$ cat config.mk
export PLATFORM = sky130hd
export DESIGN_NAME = csed_core
export DESIGN_NICKNAME = d
export VERILOG_FILES = /design/src/inc/csed_pkg.sv /design/src/core/csed_irq_enc.sv /design/src/core/csed_core.sv
export SDC_FILE = /design/constraint.sdc
export NUM_CORES = 1
export LEC_CHECK = 0
export ABC_AREA = 1
export BUFFER_PORTS_ARGS = -buffer_cell sky130_fd_sc_hd__buf_2
export CELL_PAD_IN_SITES_DETAIL_PLACEMENT = 0
export CELL_PAD_IN_SITES_GLOBAL_PLACEMENT = 1
export CORE_UTILIZATION = 36
export CTS_BUF_LIST = sky130_fd_sc_hd__clkbuf_16
export CTS_CLUSTER_DIAMETER = 50
export DETAILED_ROUTE_END_ITERATION = 10
export GPL_ROUTABILITY_DRIVEN = 0
export PLACE_DENSITY_LB_ADDON = 0.08
export SYNTH_ARGS = -nofsm -noshare
export SYNTH_HDL_FRONTEND = slang
export SYNTH_SLANG_ARGS = --single-unit
$ cat constraint.sdc
create_clock -name clk_i -period 2 [get_ports clk_i]
set_input_delay 0.4 -clock clk_i [delete_from_list [all_inputs] [get_ports clk_i]]
set_output_delay 0.4 -clock clk_i [all_outputs]
set_load 0.1 [all_outputs]
$ cat src/inc/csed_pkg.sv
// Constants and carriers for the CAN status and error diagnostic block.
// Assumes one 20 MHz clock and a classic Wishbone slave with 32-bit data.
// Behaviour
// - Node state reported as coded 3-bit field
// - Flag and code name top enabled pending
// - Code 0 error, 1 to 15 buffers
// - Both error counters readable in one register
// - Read-only diagnostic register, cleared by reset
// - Last error frame field kept as code
// - Bit index loads length-1, counts down
// - Transmitter flag set when we were sending
// - Stuff flag records stuffing violation
// - CRC flag kept as reported, with any field code
// - Receive level captured at error time
// - Transmit pin value captured at error time
// - Free-running 16-bit bit counter from zero
// - Stamp enable clears counter on buffer 0
// - Counter copied into buffer stamp on transfer
// - Disable also blocks the receive pin
// - Register contents kept across low power
// - Pin polarities follow two configuration bits
// - Only enabled sources enter the code
package csed_pkg;

	// Register offsets (byte addresses)
	localparam logic [7:0] OFS_CFG  = 8'h00;
	localparam logic [7:0] OFS_CEN  = 8'h04;
	localparam logic [7:0] OFS_STAT = 8'h08;
	localparam logic [7:0] OFS_EC   = 8'h0C;
	localparam logic [7:0] OFS_DIAG = 8'h10;
	localparam logic [7:0] OFS_CTR  = 8'h14;

	// Global configuration bit positions
	localparam int CFG_EN    = 0;
	localparam int CFG_TXPOL = 1;
	localparam int CFG_RXPOL = 2;
	localparam int CFG_STAMP = 3;

	// Reset values
	localparam logic [3:0]  CFG_RST  = 4'h0;
	localparam logic [15:0] CEN_RST  = 16'h0000;
	localparam logic [15:0] CTR_RST  = 16'h0000;
	localparam logic [5:0]  IDX_RST  = 6'h00;

	// Node state codes
	localparam logic [2:0] NS_OFF  = 3'h0;
	localparam logic [2:0] NS_ACT  = 3'h2;
	localparam logic [2:0] NS_WARN = 3'h3;
	localparam logic [2:0] NS_PASS = 3'h4;
	localparam logic [2:0] NS_BOFF = 3'h6;

	// Error counter thresholds
	localparam logic [7:0] WARN_LIM = 8'h60;
	localparam logic [7:0] PASS_LIM = 8'h80;

	// Status field positions
	localparam int ST_CODE = 0;
	localparam int ST_REQ  = 4;
	localparam int ST_NS   = 5;

	// Frame field code of the acknowledge slot
	localparam logic [3:0] FLD_ACK = 4'h4;

	// Diagnostic register layout, bit 15 reads zero
	typedef struct packed {
		logic       drive;
		logic       mon;
		logic       crc;
		logic       stuff;
		logic       was_transmitter;
		logic [5:0] bit_idx;
		logic [3:0] field;
	} csed_diag_s;

	// Error event from the protocol engine
	typedef struct packed {
		logic valid;
		logic stuff;
		logic crc;
	} csed_err_s;

	// Start of a frame field
	typedef struct packed {
		logic       start;
		logic [3:0] code;
		logic [6:0] len;
	} csed_field_s;

	// Completed transfer of one message buffer
	typedef struct packed {
		logic       done;
		logic [3:0] buf_idx;
	} csed_xfer_s;

endpackage

$ cat src/core/csed_irq_enc.sv
// Registered priority encoder for the interrupt source code.
// Assumes pending and enable vectors on the same clock, error bit on top.
`timescale 1ns/1ps
`default_nettype none
module csed_irq_enc #(
	parameter int NBUF = 15
) (
	input  wire logic            clk_i,
	input  wire logic            rst_i,
	input  wire logic [NBUF:0]   pend_i,
	input  wire logic [NBUF:0]   en_i,
	output logic                 req_o,
	output logic [3:0]           code_o
);
	logic [NBUF:0] hit;
	logic          nxt_req;
	logic [3:0]    nxt_code;

	if (NBUF > 15 || NBUF < 1) begin : g_chk
		$error("csed_irq_enc: NBUF must be 1 to 15");
	end

	// Lowest buffer wins, error overrides all
	always_comb begin
		hit = pend_i & en_i;
		nxt_req = 1'b0;
		nxt_code = 4'h0;
		for (int i = NBUF - 1; i >= 0; i--) begin
			if (hit[i]) begin
				nxt_req = 1'b1;
				nxt_code = 4'(i + 1);
			end
		end
		if (hit[NBUF]) begin
			nxt_req = 1'b1;
			nxt_code = 4'h0;
		end
	end

	// Code register
	always_ff @(posedge clk_i) begin
		if (rst_i) begin
			req_o <= 1'b0;
			code_o <= 4'h0;
		end else begin
			req_o <= nxt_req;
			code_o <= nxt_code;
		end
	end
endmodule // csed_irq_enc
`default_nettype wire

$ cat src/core/csed_core.sv
// CAN status, interrupt code, error counters, diagnostics, bit counter and pins.
// Assumes a protocol engine on clk_i and a transceiver on the two bus pins.
`timescale 1ns/1ps
`default_nettype none
module csed_core #(
	parameter int NBUF = 15
) (
	input  wire logic                 clk_i,
	input  wire logic                 rst_i,
	// Wishbone classic slave
	input  wire logic                 wb_cyc_i,
	input  wire logic                 wb_stb_i,
	input  wire logic                 wb_we_i,
	input  wire logic [7:0]           wb_adr_i,
	input  wire logic [3:0]           wb_sel_i,
	input  wire logic [31:0]          wb_dat_i,
	output logic                      wb_ack_o,
	output logic [31:0]               wb_dat_o,
	// Protocol engine side
	input  wire logic                 bit_tick_i,
	input  wire logic                 tx_bit_i,
	input  wire logic                 was_tx_i,
	input  wire logic [7:0]           rec_i,
	input  wire logic [7:0]           tec_i,
	input  wire logic                 bus_off_i,
	input  wire logic [NBUF:0]        pend_i,
	input  wire csed_pkg::csed_field_s field_i,
	input  wire csed_pkg::csed_err_s  err_i,
	input  wire csed_pkg::csed_xfer_s xfer_i,
	output logic                      ctrl_en_o,
	output logic                      rx_bit_o,
	output logic                      stamp_we_o,
	output logic [3:0]                stamp_buf_o,
	output logic [15:0]               stamp_val_o,
	// Transceiver pins
	input  wire logic                 bus_rx_pin_i,
	output logic                      bus_tx_pin_o
);
	import csed_pkg::*;

	if (NBUF > 15 || NBUF < 1) begin : g_chk
		$error("csed_core: NBUF must be 1 to 15");
	end

	logic [3:0]  cfg_ff;
	logic [15:0] cen_ff;
	logic [2:0]  ns_ff;
	logic [2:0]  nxt_ns;
	logic        irq_req;
	logic [3:0]  irq_code;
	logic [5:0]  idx_ff;
	logic [3:0]  cur_field_ff;
	csed_diag_s  diag_ff;
	logic [15:0] ctr_ff;
	logic        ctr_clr;
	logic        rx_meta_ff;
	logic        rx_sync_ff;
	logic        wb_req;
	logic        wb_wr;
	logic [31:0] rd_data;
	logic [15:0] cen_full;

	// ------------------------------------------------------------
	// Wishbone slave
	// ------------------------------------------------------------

	// Ack one cycle after request, dropped the cycle after
	assign wb_req = wb_cyc_i & wb_stb_i & ~wb_ack_o;
	// Writes land on the edge where the master samples ack
	assign wb_wr = wb_cyc_i & wb_stb_i & wb_we_i & wb_ack_o;

	always_ff @(posedge clk_i) begin
		if (rst_i) begin
			wb_ack_o <= 1'b0;
		end else begin
			wb_ack_o <= wb_req;
		end
	end

	// Read mux, unmapped offsets read zero
	always_comb begin
		rd_data = 32'h0000_0000;
		case (wb_adr_i)
			OFS_CFG:  rd_data[3:0] = cfg_ff;
			OFS_CEN:  rd_data[15:0] = cen_ff;
			OFS_STAT: begin
				rd_data[ST_CODE +: 4] = irq_code;
				rd_data[ST_REQ] = irq_req;
				rd_data[ST_NS +: 3] = ns_ff;
			end
			OFS_EC:   rd_data[15:0] = {rec_i, tec_i};
			OFS_DIAG: rd_data[15:0] = {1'b0, diag_ff};
			OFS_CTR:  rd_data[15:0] = ctr_ff;
			default:  rd_data = 32'h0000_0000;
		endcase
	end

	// Read data captured with the request, held through ack
	always_ff @(posedge clk_i) begin
		if (rst_i) begin
			wb_dat_o <= 32'h0000_0000;
		end else if (wb_req) begin
			wb_dat_o <= rd_data;
		end
	end

	// ------------------------------------------------------------
	// Configuration registers
	// ------------------------------------------------------------

	// Only reset clears them; disable and low power leave them intact
	always_ff @(posedge clk_i) begin
		if (rst_i) begin
			cfg_ff <= CFG_RST;
		end else if (wb_wr && wb_adr_i == OFS_CFG && wb_sel_i[0]) begin
			cfg_ff <= wb_dat_i[3:0];
		end
	end

	always_ff @(posedge clk_i) begin
		if (rst_i) begin
			cen_ff <= CEN_RST;
		end else if (wb_wr && wb_adr_i == OFS_CEN) begin
			if (wb_sel_i[0]) begin
				cen_ff[7:0] <= wb_dat_i[7:0];
			end
			if (wb_sel_i[1]) begin
				cen_ff[15:8] <= wb_dat_i[15:8];
			end
		end
	end

	always_ff @(posedge clk_i) begin
		if (rst_i) begin
			ctrl_en_o <= 1'b0;
		end else begin
			ctrl_en_o <= cfg_ff[CFG_EN];
		end
	end

	// ------------------------------------------------------------
	// Node state and interrupt code
	// ------------------------------------------------------------

	// Disable dominates, then bus off, then the counter thresholds
	always_comb begin
		if (!cfg_ff[CFG_EN]) begin
			nxt_ns = NS_OFF;
		end else if (bus_off_i) begin
			nxt_ns = NS_BOFF;
		end else if (rec_i >= PASS_LIM || tec_i >= PASS_LIM) begin
			nxt_ns = NS_PASS;
		end else if (rec_i >= WARN_LIM || tec_i >= WARN_LIM) begin
			nxt_ns = NS_WARN;
		end else begin
			nxt_ns = NS_ACT;
		end
	end

	always_ff @(posedge clk_i) begin
		if (rst_i) begin
			ns_ff <= NS_OFF;
		end else begin
			ns_ff <= nxt_ns;
		end
	end

	// Error enable sits at bit 15, buffers in the low bits
	assign cen_full = cen_ff;

	csed_irq_enc #(
		.NBUF (NBUF)
	) u_enc (
		.clk_i  (clk_i),
		.rst_i  (rst_i),
		.pend_i (pend_i),
		.en_i   ({cen_full[15], cen_full[NBUF-1:0]}),
		.req_o  (irq_req),
		.code_o (irq_code)
	);

	// ------------------------------------------------------------
	// Receive and transmit pins
	// ------------------------------------------------------------

	// Two-stage synchroniser on the pin
	always_ff @(posedge clk_i) begin
		if (rst_i) begin
			rx_meta_ff <= 1'b1;
			rx_sync_ff <= 1'b1;
		end else begin
			rx_meta_ff <= bus_rx_pin_i;
			rx_sync_ff <= rx_meta_ff;
		end
	end

	// Disabled controller sees a recessive bus, so no false wake-up
	always_ff @(posedge clk_i) begin
		if (rst_i) begin
			rx_bit_o <= 1'b1;
		end else if (!cfg_ff[CFG_EN]) begin
			rx_bit_o <= 1'b1;
		end else begin
			rx_bit_o <= rx_sync_ff ^ cfg_ff[CFG_RXPOL];
		end
	end

	// Recessive level while disabled, polarity applied always
	always_ff @(posedge clk_i) begin
		if (rst_i) begin
			bus_tx_pin_o <= 1'b1;
		end else begin
			bus_tx_pin_o <= (tx_bit_i | ~cfg_ff[CFG_EN]) ^ cfg_ff[CFG_TXPOL];
		end
	end

	// ------------------------------------------------------------
	// Error diagnostics
	// ------------------------------------------------------------

	// Field index: load length-1 at field start, count down per bit
	always_ff @(posedge clk_i) begin
		if (rst_i) begin
			idx_ff <= IDX_RST;
			cur_field_ff <= 4'h0;
		end else if (field_i.start) begin
			idx_ff <= 6'(field_i.len - 7'h01);
			cur_field_ff <= field_i.code;
		end else if (bit_tick_i) begin
			idx_ff <= idx_ff - 6'h01;
		end
	end

	// Snapshot of the erroneous bit, values as they stood at the error
	always_ff @(posedge clk_i) begin
		if (rst_i) begin
			diag_ff <= '0;
		end else if (err_i.valid) begin
			diag_ff.field <= cur_field_ff;
			diag_ff.bit_idx <= idx_ff;
			diag_ff.was_transmitter <= was_tx_i;
			diag_ff.stuff <= err_i.stuff;
			diag_ff.crc <= err_i.crc;
			diag_ff.mon <= rx_bit_o;
			diag_ff.drive <= bus_tx_pin_o;
		end
	end

	// ------------------------------------------------------------
	// Bit counter and time stamps
	// ------------------------------------------------------------

	// Buffer 0 transfer restarts the count when stamping is on
	assign ctr_clr = cfg_ff[CFG_STAMP] & xfer_i.done & (xfer_i.buf_idx == 4'h0);

	always_ff @(posedge clk_i) begin
		if (rst_i) begin
			ctr_ff <= CTR_RST;
		end else if (ctr_clr) begin
			ctr_ff <= CTR_RST;
		end else if (bit_tick_i) begin
			ctr_ff <= ctr_ff + 16'h0001;
		end
	end

	// Stamp takes the count before any clear of the same cycle
	always_ff @(posedge clk_i) begin
		if (rst_i) begin
			stamp_we_o <= 1'b0;
			stamp_buf_o <= 4'h0;
			stamp_val_o <= 16'h0000;
		end else begin
			stamp_we_o <= xfer_i.done;
			if (xfer_i.done) begin
				stamp_buf_o <= xfer_i.buf_idx;
				stamp_val_o <= ctr_ff;
			end
		end
	end
endmodule // csed_core
`default_nettype wire

; After elaboration in Yosys (flattened, before gate mapping)
; Index checks and enable logic that the tools add are counted.
[classes]
add_sub_neg = 3
magnitude_cmp = 4
eq_ne = 5
mux = 39
n_bitwise = 12
n_reduce_logical = 17
[ops]
columns = op, count
row1 = 2-to-1 mux 4 bit, 8
row2 = case mux 8 bit (4 select lines), 1
row3 = case mux 4 bit (6 select lines), 1
row4 = case mux 4 bit (5 select lines), 1
row5 = 2-to-1 mux 1 bit, 18
row6 = 2-to-1 mux 3 bit, 6
row7 = "adder 16 x 1 -> 16 bit, second input constant", 1
row8 = AND 16 bit, 1
row9 = "== test 8 x 4 -> 1 bit, second input constant", 2
row10 = "== test 8 x 5 -> 1 bit, second input constant", 2
row11 = "greater-or-equal comparator 8 x 7 -> 1 bit, second input constant", 2
row12 = "greater-or-equal comparator 8 bit, second input constant", 2
row13 = 2-to-1 mux 6 bit, 2
row14 = "subtractor 6 x 1 -> 6 bit, second input constant", 2
row15 = OR reduction 9 bit, 1
row16 = "== test 8 x 3 -> 1 bit, second input constant", 1
row17 = logical NOT 8 bit, 1
row18 = AND 1 bit, 6
row19 = OR reduction 2 bit, 3
row20 = OR reduction 5 bit, 1
row21 = logical NOT 4 bit, 1
row22 = 2-to-1 mux 2 bit, 2
row23 = AND reduction 2 bit, 2
row24 = OR reduction 4 bit, 1
row25 = other kinds (7), 12
[word_totals]
regBits = 112

; Logic depth before layout (Yosys ltp)
[depth]
depth_word = 17
depth_mapped = 16

; Cells and area by module
; From an unflattened synthesis, not the netlist that was laid out.
[hier_totals]
cells_unflattened = 742
hier_area_um2 = 5277.6
[by_module_without_submodules]
columns = mod, n_inst, cells_per_inst, area_per_inst_um2, seq_area_each_um2
row1 = csed_core, 1, 681, 4932.2, 2142.1
row2 = csed_irq_enc, 1, 61, 345.3, 100.1

; Least setup slack after synthesis
; Ideal clock, no wire load.
[synth_timing]
path_kind = register to register
from = register wb_ack_o
to = register cen_ff[15]
setup_time_ns = 0.080
t_arrival_ns = 2.170
setup_slack_ns = -0.249
path_stages_with_launch = 6
period_less_slack_ns = 2.249
cell_sequence = dfxtp_1 nand4_1 nor3b_4 buf_6 nor2_1 a211oi_2
[synth_via]
elab_chain_cells = 3
[synth_lines]
columns = element, line
row1 = start: declaration, csed_core.sv:17  ; output logic wb_ack_o,
row2 = start signal: assignment, csed_core.sv:76  ; wb_ack_o <= wb_req;
row3 = AND 1 bit, csed_core.sv:70  ; assign wb_wr = wb_cyc_i & wb_stb_i & wb_we_i & wb_ack_o;
row4 = logical AND 1 bit, csed_core.sv:123  ; end else if (wb_wr && wb_adr_i == OFS_CEN) begin
row5 = AND reduction 2 bit (no line), --
row6 = end signal: assignment, csed_core.sv:128  ; cen_ff[15:8] <= wb_dat_i[15:8];
row7 = end: declaration, csed_core.sv:46  ; logic [15:0] cen_ff;
; No other way between the ends.
; A chain may end at the register's enable or synchronous reset.

; Worst setup path after layout
[layout_timing]
from = register ctr_ff[1]
to = register ctr_ff[10]
[layout_via]
elab_chain_cells = 1
[layout_lines]
columns = element, line
row1 = start: declaration, csed_core.sv:54  ; logic [15:0] ctr_ff;
row2 = start signal: assignment, csed_core.sv:262  ; ctr_ff <= ctr_ff + 16'h0001;
row3 = adder 16 x 1 -> 16 bit, csed_core.sv:262
; No other way between the ends.

==> results by group <==
GRT
  – Largest net degree at the start of global routing: 30
  – Tot GR Track Use: 0.210
  – GR Overflow Total: 0
  – Vias in the first global route: ~4500
  – First-pass GRT wire length: about 23000 um
  – Initial antenna violation count: 0

Timing
  – Min cycle time layout: 1.82 ns
  – Pin slew with the least headroom to its limit: 0.565 ns
  – Final hold viol count: 0
  – Total negative slack: 0 ns
  – Slew headroom: 0.623
  – F_max: approximately 0.55 GHz
  – RSZ-0062 raised after global routing: false
  – Final setup violation count: 0
  – Final Cycle Share: 0.910
  – Slew Viols, Final: 0
  – Skew final: 0.00675 ns

Pwr
  – Combinational power share: 0.159
  – Cell Pwr Density: approximately 800 nW/um2
  – Power share of the clock group: 0.360
  – Int Pwr: 3.43 mW
  – VDD IR max: 0.000348 V
  – Tot Pwr: roughly 4.9 mW
  – Pleak: 2.72 nW
  – Seq pwr share: 0.481
  – NetSw: 1.46 mW
  – Sw Share: 0.298

Flow run
  – Max-cap violations: 0

Synth
  – Count leader, synth: nand2_1
  – Largest area contributor in the netlist: dfxtp_1
  – Synth Area in Compound Gates: 0.204
  – Sequential area share after synthesis: 0.453
  – Post-Synthesis Cells: between 600 and 700
  – Synth async-reset ratio: 0
  – Yosys reg bits: about 110
  – Post-synth cell types: 44
  – Ranking of synthesized cells by area: dfxtp_1 (45%), nand2_1 (9.5%), o21ai_0 (8.6%)
  – Main combinational cell family by area after synthesis: simple AND/OR/NAND/NOR gates
  – Most used DFF post-synth: dfxtp_1
  – Post-synth top cells: nand2_1 (125), dfxtp_1 (112), o21ai_0 (85)
  – Number of flops mapped to enable cells by yosys: 0
  – Yosys warns: 0
  – Syn avg cell area: 7.46 um2
  – Yosys top cell area share: 0.453
  – XOR/XNOR Fraction of Synth Area: 0.0106
  – Synth Area in Simple Gates: 0.227
  – Syn Std Cell Area: 4950 um2
  – Post-synthesis adder-cell area fraction: 0.00505
  – Post-synthesis mux area share: 0.00606

Clocking
  – H-tree levels: 3
  – # clock sinks: 112
  – TritonCTS Buffers: 9
  – CTS tree: done
  – Worst-Skew Late Latency: ~0.35 ns
  – Hold-fix buffers, CTS: 0
  – CTS root buffer: clkbuf_16
  – Reg clk slew, reported paths: 0.07 ns
  – Clock tree buffer depth: 2

Floorplan
  – Die Width: 119 um
  – Ports: 163
  – Die Area: 14200 um2
  – Core area: about 13000 um2
  – Chip Height: 119 um
  – FP Rows: 42
  – Initial Util: 0.371

Detailed routing
  – Vias per inst: 4.91
  – Initial DRC count: 267
  – Routed wire length: roughly 14000 um
  – Drt first pass iters: 5
  – Total number of vias: 4787
  – Mean routed wirelength per cell: 14.9 um
  – DR DRC count: 0
  – Final ANT Viol Nets: 0

Worst setup path
  – WS Path Type: reg -> reg
  – Crit. End Element: flop
  – Crit path max fanout: 5
  – Startpoint Class: flop
  – Required @ worst endpoint: 2.23 ns
  – CP arrival: 2.05 ns

Finish
  – Layout area overhead: 22.8%
  – Fraction of layout cells with a size suffix above 1: 0.232
  – Diode count: 0
  – # nets final: 902

Hold path
  – Hold WC Path Type: in -> reg

Placed design
  – PortBufs: 127
  – Dpl hpwl: 11200 um

Outcome
  – Outcome: finished, final reports clean
## timing repair
item                                    in CTS  in global routing
buffers inserted                             0                  0
resized for setup                            0                  1
endpoints found under the setup margin       0                  2
## worst max-delay path: stages (launching register included)
cell     delay [ns]
dfxtp_1        0.43
ha_1           0.18
nand2_1        0.08
nor2_1         0.18
nand2_1        0.09
nor2_1         0.14
nand2_1        0.10
nor3_2         0.19
inv_1          0.08
o21ai_0        0.16
a21oi_1        0.06
## registers in the layout (all words and copies together) (netlist names)
register,flops
idx_ff,6
stamp_buf_o,4
cur_field_ff,4
ns_ff,3
ctrl_en_o,1
u_enc.code_o,4
cen_ff,16
stamp_val_o,16
rx_sync_ff,1
u_enc.req_o,1
wb_ack_o,1
ctr_ff,16
stamp_we_o,1
cfg_ff,4
bus_tx_pin_o,1
diag_ff,15
wb_dat_o,16
rx_meta_ff,1
rx_bit_o,1
## power by group through the flow
stage          logic, mW  clock network [mW]  registers (mW)
2_1_floorplan      0.365                   0            2.63
3_3_place_gp       0.772                   0            2.40
3_5_place_dp       0.779                   0            2.40
4_1_cts            0.780                1.80            2.35
5_1_grt            0.834                1.88            2.36
6_report           0.778                1.76            2.35
## cell type report
class / instances / area (um2)
flip-flops and latches: 112 / 2240
fillers: 1433 / 7270
clock buffers: 9 / 225
inverters: 62 / 233
multi-input cells: 465 / 2310
well taps: 176 / 220
repair buffers: 144 / 801
clock inverters: 7 / 53.8
## placed cells by master (no fill, tap or decap), types with 7 or more instances in the layout
cell / Yosys / final
a21oi_1: 60 / 60
inv_1: 59 / 60
a31oi_1: 7 / 7
buf_4: 17 / 14
buf_2: 3 / 127
o21ai_0: 85 / 85
a211oi_1: 10 / 10
nor3_1: 9 / 8
conb_1: 1 / 16
nand3_1: 10 / 10
dfxtp_1: 112 / 111
nor2_1: 81 / 81
nand2_1: 125 / 125
clkbuf_16: 0 / 9
## kinds of logic after synthesis
family,after synthesis
and+or+nand+nor,256
AOI/OAI and AO/OA,182
DFF,112
buffers and inverters,102
xor gates and xnor gates,6
muxes,3
adders and majority gates,2
other,1
## through the flow
step | hold WS (ns) | area (um2) | std cells | util | setup slack, ns
after global routing | 0.249 | 6080 | 975 | 0.456 | 0.000890
after floorplan | 0.389 | 5010 | 679 | - | 0.167
after detailed placement | 0.396 | 5800 | 959 | 0.434 | 0.114
after global placement | 0.392 | 5800 | 959 | 0.434 | 0.0732
final | 0.237 | 6080 | 975 | 0.456 | 0.181
after CTS | 0.230 | 6080 | 975 | 0.455 | 0.160
## final timing paths
kind	start	end	slack, ns	cells past startpoint
max	ctr_ff[1]	ctr_ff[10]	0.18	10
min	bus_rx_pin_i	rx_meta_ff	0.24	2
max reg2reg	ctr_ff[1]	ctr_ff[10]	0.18	10
min reg2reg	rx_meta_ff	rx_sync_ff	0.42	1
## per-layer routing
| metal | share of wire | up-vias | wire [um] | GRT usage |
|---|---|---|---|---|
| met5 | 0 | - | 0 | 0 |
| met2 | 0.45 | 149 | 6500 | 0.327 |
| met3 | 0.056 | 21 | 811 | 0.0354 |
| met4 | 0.023 | 0 | 336 | 0.0870 |
| met1 | 0.47 | 2191 | 6840 | 0.287 |
| li1 | - | 2426 | - | - |
(Power assumes the default switching activity.)
